### config.mk
export PLATFORM = sky130hd
export DESIGN_NAME = wwd_supervisor
export DESIGN_NICKNAME = d
export VERILOG_FILES = /design/src/wwd_pkg.sv /design/src/wwd_counter.sv /design/src/wwd_supervisor.sv
export VERILOG_INCLUDE_DIRS = /design/src
export SDC_FILE = /design/constraint.sdc
export NUM_CORES = 1
export LEC_CHECK = 0
export BUFFER_PORTS_ARGS = -buffer_cell sky130_fd_sc_hd__buf_2
export CAP_MARGIN = 30
export CORE_AREA = 2 2 91 111
export DETAILED_ROUTE_END_ITERATION = 16
export DIE_AREA = 0 0 93 113
export GPL_TIMING_DRIVEN = 0
export PLACE_DENSITY = 0.79
export SLEW_MARGIN = 10
export SYNTH_ARGS = -nofsm -noshare
export SYNTH_HDL_FRONTEND = slang
export SYNTH_HIERARCHICAL = 1
export SYNTH_SLANG_ARGS = --single-unit
### constraint.sdc
create_clock -name clk_i -period 3.74 [get_ports clk_i]
set_input_delay 0.374 -clock clk_i [delete_from_list [all_inputs] [get_ports clk_i]]
set_output_delay 0.374 -clock clk_i [all_outputs]
set_load 0.05 [all_outputs]
### src/wwd_defs.svh
// Purpose: named constants of the windowed supervisor
// Assumes: included by bare name
// Notes: byte offsets on a 32-bit Avalon-MM slave
`ifndef WWD_DEFS_SVH
`define WWD_DEFS_SVH
// ==========================================
// Register map
`define WWD_OFS_CTRL0 4'h0
`define WWD_OFS_CTRL1 4'h4
`define WWD_OFS_COUNT 4'h8
`define WWD_OFS_POWER_CONTROL_REG 4'hC
// ==========================================
// Field positions
`define WWD_C0_EN 0
`define WWD_C0_PS 5:1
`define WWD_C1_CS 6:4
`define WWD_C1_WIN 2:0
`define WWD_CNT_PRE 17:0
`define WWD_CNT_TMR 22:18
`define WWD_CNT_ARM 23
`define WWD_POWER_CONTROL_REG_FLAGS 3:0
// ==========================================
// Codes
`define WWD_MODE_ON 2'h3
`define WWD_MODE_AWAKE 2'h2
`define WWD_MODE_SOFT 2'h1
`define WWD_MODE_OFF 2'h0
`define WWD_PS_SW 5'h1F
`define WWD_PS_RESET 5'h0B
`define WWD_PS_MAX 5'h12
`define WWD_PS_MIN 5'h00
`define WWD_SEL_SW 3'h7
`define WWD_CS_LF 3'h0
`define WWD_CS_MF 3'h1
`define WWD_CS_SECONDARY_OSC 3'h2
`define WWD_TMR_LAST 5'h1F
// ==========================================
// Timing
`define WWD_CLK_HZ 50000000
`define WWD_LF_HZ 31000
`define WWD_MF_HZ 31250
`define WWD_SECONDARY_OSC_HZ 32000
`define WWD_DIV_W 11
`define WWD_DIV_LF 11'(`WWD_CLK_HZ / `WWD_LF_HZ - 1)
`define WWD_DIV_MF 11'(`WWD_CLK_HZ / `WWD_MF_HZ - 1)
`define WWD_DIV_SECONDARY_OSC 11'(`WWD_CLK_HZ / `WWD_SECONDARY_OSC_HZ - 1)
`endif

### src/wwd_pkg.sv
// Purpose: types of the windowed supervisor
// Assumes: nothing
// Notes: configuration word travels as one struct
package wwd_pkg;
    // ==========================================
    // Non-volatile configuration
    typedef struct packed {
        logic [1:0] cfg_operating_mode;
        logic [4:0] cfg_period_select;
        logic [2:0] cfg_opening_size;
        logic [2:0] cfg_clock_source;
    } wwd_cfg_t;

    // Power-control flags, active low
    typedef struct packed {
        logic violation_flag_n;
        logic timeout_reset_flag_n;
        logic timeout_flag_n;
        logic powerdown_flag_n;
    } wwd_flags_t;
endpackage : wwd_pkg

### src/wwd_counter.sv
// Purpose: 18-bit prescaler and 5-bit time-out counter
// Assumes: tick_i is a one-cycle enable, period_i at most 18
// Notes: time-out is a registered one-cycle pulse
`timescale 1ns/1ps
`include "wwd_defs.svh"
module wwd_counter (
    input wire logic clk_i,
    input wire logic rst_i,
    input wire logic clear_i,
    input wire logic tick_i,
    input wire logic [4:0] period_i,
    output logic [17:0] prescale_o,
    output logic [4:0] timer_o,
    output logic timeout_o
);
    logic [17:0] pre_reg;
    logic [4:0] timer_reg;
    logic to_reg;
    wire [17:0] mask = (18'h0_0001 << period_i) - 18'h0_0001;
    wire step = tick_i & ((pre_reg & mask) == mask);

    // ==========================================
    // Counting
    always_ff @(posedge clk_i) begin
        if (rst_i || clear_i) begin
            pre_reg <= '0;
            timer_reg <= '0;
            to_reg <= 1'b0;
        end else begin
            if (tick_i) pre_reg <= pre_reg + 18'h0_0001;
            if (step) timer_reg <= timer_reg + 5'h01;
            to_reg <= step && (timer_reg == `WWD_TMR_LAST);
        end
    end

    assign prescale_o = pre_reg;
    assign timer_o = timer_reg;
    assign timeout_o = to_reg;
endmodule : wwd_counter

### src/wwd_supervisor.sv
// Purpose: windowed supervisory timer with Avalon-MM registers
// Assumes: all inputs synchronous to clk_i; kick_instruction_i is one cycle
// Notes: device_reset_o and wake_o are one-cycle pulses
// Operation
// - Mode 11: timer always runs, Sleep included, enable ignored.
// - Mode 10: runs awake, stops in Sleep, enable ignored.
// - Mode 01: software enable bit turns timer on or off.
// - Mode 00: timer always off, Sleep changes nothing.
// - Enable ignored in modes 1x and 00; resets 0, read/write.
// - Period code 0 is 1:32 ticks, each step doubles, up to code 18.
// - Period codes 19 to 31 behave as the minimum 1:32.
// - Period loads from config at reset; config 11111 loads 01011.
// - Period field writable only when period config is 11111.
// - Window size from config, or from software field when config is 111.
// - Window opening spans 12.5 to 100 percent of the period.
// - Windowed kick outside the open window causes a device reset.
// - Violation clears the violation flag; POR or firmware sets it.
// - Windowed kick needs a prior control-zero read, else violation.
// - Counter cleared on reset, kick, Sleep edges, disable, start-up, control-zero and control-one writes.
// - Oscillator failure clears counter; divider changes do not.
// - Time-out while awake and running resets the device.
// - Counting resumes in Sleep; held clear while start-up timer runs.
// - Time-out in Sleep wakes the device and clears status flags.
// - Tick from 31 kHz, 31.25 kHz or 32 kHz source, config or software chosen.
// - Window code 111 is full opening, each lower code 12.5 percent less.
// - Armed status bit is readable.
// - Clock codes: 000 31 kHz, 001 31.25 kHz, 010 32 kHz.
// - 18-bit prescale counter feeds time-out counter, readable.
//
// Local design decisions: the Avalon-MM register port and the register addresses.
`timescale 1ns/1ps
`include "wwd_defs.svh"
module wwd_supervisor (
    input wire logic clk_i,
    input wire logic rst_i,
    input wire logic por_i,
    input wire wwd_pkg::wwd_cfg_t cfg_i,
    input wire logic sleep_i,
    input wire logic osc_startup_busy_i,
    input wire logic osc_fail_i,
    input wire logic kick_instruction_i,
    input wire logic [3:0] avs_address_i,
    input wire logic avs_read_i,
    input wire logic avs_write_i,
    input wire logic [31:0] avs_writedata_i,
    input wire logic [3:0] avs_byteenable_i,
    output logic [31:0] avs_readdata_o,
    output logic avs_waitrequest_o,
    output logic device_reset_o,
    output logic wake_o
);
    // ==========================================
    // Config or software field selection
    function automatic logic [2:0] pick3(input logic [2:0] cfg, input logic [2:0] sw);
        pick3 = (cfg == `WWD_SEL_SW) ? sw : cfg;
    endfunction : pick3

    // ==========================================
    // State
    logic soft_enable_reg;
    logic [4:0] period_reg;
    logic [2:0] clock_sel_reg;
    logic [2:0] window_reg;
    logic armed_reg;
    logic sleep_d_reg;
    logic waitreq_reg;
    logic [31:0] rdata_reg;
    logic reset_reg;
    logic wake_reg;
    wwd_pkg::wwd_flags_t flags_reg;
    logic [2:0] ticks;
    logic [17:0] prescale;
    logic [4:0] timer;
    logic timeout;

    // ==========================================
    // Bus decode
    wire req = avs_read_i | avs_write_i;
    wire accept = req & ~waitreq_reg;
    wire low_lane = avs_byteenable_i[0];
    wire hit_c0 = avs_address_i == `WWD_OFS_CTRL0;
    wire hit_c1 = avs_address_i == `WWD_OFS_CTRL1;
    wire hit_cnt = avs_address_i == `WWD_OFS_COUNT;
    wire hit_power_control_reg = avs_address_i == `WWD_OFS_POWER_CONTROL_REG;
    wire wr_c0 = accept & avs_write_i & hit_c0;
    wire wr_c1 = accept & avs_write_i & hit_c1;
    wire wr_power_control_reg = accept & avs_write_i & hit_power_control_reg & low_lane;
    wire arm_read = accept & avs_read_i & hit_c0;
    wire ps_writable = cfg_i.cfg_period_select == `WWD_PS_SW;
    wire cs_writable = cfg_i.cfg_clock_source == `WWD_SEL_SW;
    wire win_writable = cfg_i.cfg_opening_size == `WWD_SEL_SW;

    // ==========================================
    // Effective settings
    wire [2:0] cs_eff = pick3(cfg_i.cfg_clock_source, clock_sel_reg);
    wire [2:0] win_eff = pick3(cfg_i.cfg_opening_size, window_reg);
    wire [4:0] ps_eff = (period_reg > `WWD_PS_MAX) ? `WWD_PS_MIN : period_reg;
    wire sel_tick = (cs_eff == `WWD_CS_MF) ? ticks[1] :
                    (cs_eff == `WWD_CS_SECONDARY_OSC) ? ticks[2] : ticks[0];
    wire [1:0] mode = cfg_i.cfg_operating_mode;
    wire run = (mode == `WWD_MODE_ON) |
               ((mode == `WWD_MODE_AWAKE) & ~sleep_i) |
               ((mode == `WWD_MODE_SOFT) & soft_enable_reg);
    wire windowed = win_eff != `WWD_SEL_SW;
    // Elapsed eighths against closed eighths; code 111 has none closed
    wire win_open = timer[4:2] >= (3'h7 - win_eff);
    wire kick = kick_instruction_i & run;
    wire kick_bad = kick & windowed & ~(armed_reg & win_open);
    wire kick_ok = kick & ~kick_bad;
    wire sleep_edge = sleep_i ^ sleep_d_reg;
    wire to_awake = timeout & ~sleep_i;
    wire to_sleep = timeout & sleep_i;
    // Divider changes are outside this block, so they never clear it
    wire clear = kick_ok | sleep_edge | ~run | osc_startup_busy_i |
                 osc_fail_i | wr_c0 | wr_c1 | kick_bad;

    // ==========================================
    // Low-frequency tick dividers
    localparam logic [`WWD_DIV_W-1:0] DIVS [3] = '{`WWD_DIV_LF, `WWD_DIV_MF, `WWD_DIV_SECONDARY_OSC};
    genvar g;
    for (g = 0; g < 3; g++) begin : g_div
        logic [`WWD_DIV_W-1:0] cnt_reg;
        logic tick_reg;
        wire wrap = cnt_reg == DIVS[g];
        always_ff @(posedge clk_i) begin
            if (rst_i) begin
                cnt_reg <= '0;
                tick_reg <= 1'b0;
            end else begin
                cnt_reg <= wrap ? '0 : cnt_reg + 11'h001;
                tick_reg <= wrap;
            end
        end
        assign ticks[g] = tick_reg;
    end

    // ==========================================
    // Counter
    wwd_counter u_counter (
        .clk_i(clk_i),
        .rst_i(rst_i),
        .clear_i(clear),
        .tick_i(sel_tick),
        .period_i(ps_eff),
        .prescale_o(prescale),
        .timer_o(timer),
        .timeout_o(timeout)
    );

    // ==========================================
    // Control registers
    always_ff @(posedge clk_i) begin
        if (rst_i) begin
            soft_enable_reg <= 1'b0;
            period_reg <= ps_writable ? `WWD_PS_RESET : cfg_i.cfg_period_select;
            clock_sel_reg <= cs_writable ? `WWD_CS_LF : cfg_i.cfg_clock_source;
            window_reg <= cfg_i.cfg_opening_size;
        end else if (wr_c0 && low_lane) begin
            soft_enable_reg <= avs_writedata_i[`WWD_C0_EN];
            if (ps_writable) period_reg <= avs_writedata_i[`WWD_C0_PS];
        end else if (wr_c1 && low_lane) begin
            if (cs_writable) clock_sel_reg <= avs_writedata_i[`WWD_C1_CS];
            if (win_writable) window_reg <= avs_writedata_i[`WWD_C1_WIN];
        end
    end

    // Arming read wins over a clear in the same cycle
    always_ff @(posedge clk_i) begin
        if (rst_i) armed_reg <= 1'b0;
        else if (arm_read) armed_reg <= 1'b1;
        else if (clear) armed_reg <= 1'b0;
    end

    always_ff @(posedge clk_i) begin
        if (rst_i) begin
            sleep_d_reg <= 1'b0;
            reset_reg <= 1'b0;
            wake_reg <= 1'b0;
        end else begin
            sleep_d_reg <= sleep_i;
            reset_reg <= kick_bad | to_awake;
            wake_reg <= to_sleep;
        end
    end

    // ==========================================
    // Power-control flags: hardware clear beats firmware write
    wire [3:0] flag_clr = {kick_bad, timeout, to_sleep, to_sleep};
    for (g = 0; g < 4; g++) begin : g_flag
        always_ff @(posedge clk_i) begin
            if (rst_i) flags_reg[g] <= por_i ? 1'b1 : flags_reg[g];
            else if (flag_clr[g]) flags_reg[g] <= 1'b0;
            else if (wr_power_control_reg) flags_reg[g] <= avs_writedata_i[g];
        end
    end

    // ==========================================
    // Bus answer: one wait cycle, then the accept edge
    wire [31:0] rd_c0 = {26'h000_0000, period_reg, soft_enable_reg};
    wire [31:0] rd_c1 = {25'h000_0000, clock_sel_reg, 1'b0, window_reg};
    wire [31:0] rd_cnt = {8'h00, armed_reg, timer, prescale};
    wire [31:0] rd_power_control_reg = {28'h000_0000, flags_reg};
    wire [31:0] rd_mux = hit_c0 ? rd_c0 : hit_c1 ? rd_c1 :
                         hit_cnt ? rd_cnt : hit_power_control_reg ? rd_power_control_reg : 32'h0000_0000;

    always_ff @(posedge clk_i) begin
        if (rst_i) begin
            waitreq_reg <= 1'b1;
            rdata_reg <= '0;
        end else begin
            waitreq_reg <= ~(req & waitreq_reg);
            if (avs_read_i && waitreq_reg) rdata_reg <= rd_mux;
        end
    end

    assign avs_readdata_o = rdata_reg;
    assign avs_waitrequest_o = waitreq_reg;
    assign device_reset_o = reset_reg;
    assign wake_o = wake_reg;
endmodule : wwd_supervisor

==> impl_metrics.json <==
{
  "outcome": "finished clean",
  "drv_cap": 0,
  "antenna_found_initial": 0,
  "yosysUniqueCellTypes": 77,
  "drt-total-wl_mm": 12.54,
  "clk_path_buf_depth": 2,
  "final-setup-viol-count": 0,
  "ys_ff_latch": 105,
  "grt_max_degree": 18,
  "clock-sinks": 105,
  "numCtsBuffers": 9,
  "overflow": 0,
  "leakage_uw": 0.002353,
  "h-tree-depth": 3,
  "syn_to_final_growth_pct": 15.50,
  "num_antenna_cells": 0,
  "path_class": "flop to flop",
  "clkTransAtPathRegs_ns": 0.07,
  "yosysWarnings": 6,
  "wl_per_cell_um": 15.99,
  "critPathLaunchType": "flop",
  "seqPwrFrac_pct": 47.6,
  "end_kind": "flop",
  "grt_pass1_vias": 4346,
  "drive_above_1_share_pct": 17.40,
  "setup_tns_ns": 0,
  "finalWeightedCongestion": 0.9475,
  "finalMaxSlewViolations": 0,
  "ant_nets": 0,
  "multi_input_area_um2": 2701,
  "die_h_um": 113,
  "max_slew_margin_pct": 32.11,
  "p_comb_share_pct": 12.1,
  "synth-edff-count": 15,
  "cts_tree": "built",
  "p_switching_uw": 637.9,
  "rsz0062_at_grt": "no",
  "die-area_um2": 10510,
  "vias_per_cell": 5.781,
  "max_clock_freq_mhz": 290.3,
  "synthArstFlopShare_pct": 0,
  "place_area_um2": 5667,
  "finish.instance_area_um2": 5996,
  "io_buffers": 59,
  "internal_power_uw": 1866,
  "fin_skew_ns": 0.007769,
  "clockPowerShare_pct": 40.3,
  "switching_share_pct": 25.47,
  "drt_iter0_markers": 268,
  "core_um2": 9369,
  "postSynthCellCount": 579,
  "route.detailed.drc": 0,
  "worst_ep_arrival_time_ns": 3.72,
  "clock_latency_ns": 0.35,
  "firstDrtPassIters": 5,
  "ff_latch_area_um2": 2252,
  "initial_core_util_pct": 55.41,
  "grt_pass1_wl_mm": 20.36,
  "rows": 39,
  "vias": 4532,
  "regToRegSetupSlack_ns": 0.30,
  "period_minus_slack_ns": 3.445,
  "hp-class": "input port to flop",
  "track_usage_pct": 24.34,
  "required_ns": 4.02,
  "syn_area_um2": 5191,
  "largest_reg_flops": 33,
  "cts_hold_buf": 0,
  "tightest_slew_ns": 1.009,
  "cellPowerDensity_nw_per_um2": 417.7,
  "io_pins": 97,
  "cts-resized-gates": 0,
  "syn_avg_cell_area_um2": 8.966,
  "dp_hpwl_mm": 9.452,
  "vdd_drop_max_mv": 0.3520,
  "seq_area_frac_synth_pct": 43.38,
  "fill_cells": 793,
  "nets": 729,
  "die_w_um": 93,
  "postCtsSetupBuffers": 0,
  "hold_violations": 0,
  "post-route-period-util_pct": 92.11,
  "cts.root.buffer_cell": "clkbuf_16",
  "synthFlopType": "dfxtp_1",
  "crit_fanout": 10
}
==> worst paths after layout <==
kind | from | to | cells after the start
worst max-delay path | period_reg[4] | u_counter/timer_o[2] | 11
worst min-delay path | avs_write_i | avs_waitrequest_o | 2
worst max register to register | period_reg[4] | u_counter/timer_o[2] | 11
worst min register to register | g_div[0].cnt_reg[0] | g_div[0].cnt_reg[0] | 1
==> per-layer routing <==
metal | vias up | track usage, % | share of wire [%]
li1 | 2216 | - | -
met1 | 2141 | 27.69 | 41
met2 | 141 | 42.66 | 51
met3 | 34 | 5.792 | 5.2
met4 | 0 | 11.67 | 3.1
met5 | - | 0 | 0
==> power groups by stage <==
stage                     combinational, µW  clock [µW]  sequential (µW)
after floorplan                         208           0             1220
after global placement                  292           0             1220
after detailed placement                296           0             1220
after CTS                               298        1020             1190
after global routing                    332        1060             1200
final                                   304        1010             1190
==> synth_stat cells (3+ instances only) <==
master	count	area [µm²]
o211ai_1	3	22.52
and4_1	5	43.79
dfxtp_1	90	1802
nor3_1	7	35.03
nor2b_1	8	50.05
o21ai_0	25	125.1
a22oi_1	24	180.2
a21oi_1	22	110.1
nand3b_1	4	30.03
nor4_1	5	31.28
o21a_1	3	22.52
ha_1	11	137.6
inv_1	19	71.32
edfxtp_1	15	450.4
nand2b_1	4	25.02
o21bai_1	3	22.52
xor2_1	32	280.3
and2_1	3	18.77
xnor2_1	9	78.83
clkbuf_1	16	60.06
mux4_2	3	67.56
nand3_1	29	145.1
and3_1	12	75.07
buf_6	3	33.78
nand4_1	15	93.84
a21o_1	5	37.54
buf_4	10	75.07
o31ai_1	4	30.03
nand2_1	44	165.2
buf_2	3	15.01
nor2_1	80	300.3
or3_1	3	18.77
==> layout by cell type, fill, tap and decap left out, types with 3 or more instances in the layout <==
cell type  count
dfxtp_1       90
nor2_1        80
buf_2         62
nand2_1       44
xor2_1        32
nand3_1       29
o21ai_0       25
a22oi_1       24
a21oi_1       21
inv_1         19
clkbuf_1      17
nand4_1       15
edfxtp_1      15
and3_1        12
ha_1          11
buf_4         10
clkbuf_16     10
xnor2_1        9
nor2b_1        8
conb_1         8
nor3_1         7
nor4_1         5
and4_1         5
a21o_1         5
nand3b_1       4
nand2b_1       4
o31ai_1        4
buf_6          3
mux4_2         3
and2_1         3
o211ai_1       3
or3_1          3
o21a_1         3
o21bai_1       3
==> per-stage QoR <==
| stage | util [%] | setup slack (ns) | total power, µW | hold slack [ns] | instances |
|---|---|---|---|---|---|
| after global placement | 60.48 | 0.2757 | 1508 | 0.4232 | 768 |
| after CTS | 63.96 | 0.2666 | 2510 | 0.2936 | 784 |
| after global routing | 64.00 | 0.06798 | 2591 | 0.3065 | 784 |
| after floorplan | - | 0.8421 | 1429 | 0.4118 | 586 |
| final | 64.00 | 0.2952 | 2504 | 0.2955 | 784 |
| after detailed placement | 60.48 | 0.3040 | 1513 | 0.4434 | 768 |
==> critical path: stages, from the launching register on <==
cell and delay (ns):
edfxtp_1 0.43, o31ai_1 0.10, and2_1 0.19, nor3_1 0.50, nand3_1 0.15, ha_1 0.26, clkbuf_1 0.24, a221o_1 0.41
a22oi_2 0.23, nand4_4 0.19, or4_1 0.50, a21oi_1 0.16
==> cell families (layout without fill, tap and decap cells) <==
kind of cell             Yosys count  in the layout  share of synthesized area [%]
AND/OR/NAND/NOR                  245            245                          24.58
AO/OA/AOI/OAI                    116            116                          15.33
flip-flops                       105            105                          43.38
buffers and inverters             54            129                          5.158
XOR/XNOR                          41             41                          6.917
adder cells (fa/ha/maj)           11             11                          2.651
multiplexers                       6              6                          1.904
other                              1              8                        0.07224
==> cell type report <==
class | instances | area share (%)
Inverter | 19 | 1.189
Clock inverter | 4 | 0.9599
Buffer | 35 | 3.276
Sequential cell | 105 | 37.56
Tap cell | 123 | 2.567
Multi-Input combinational cell | 427 | 45.05
Timing Repair Buffer | 59 | 4.925
Clock buffer | 12 | 4.466
Note: power is estimated with default switching activity, not from simulation.
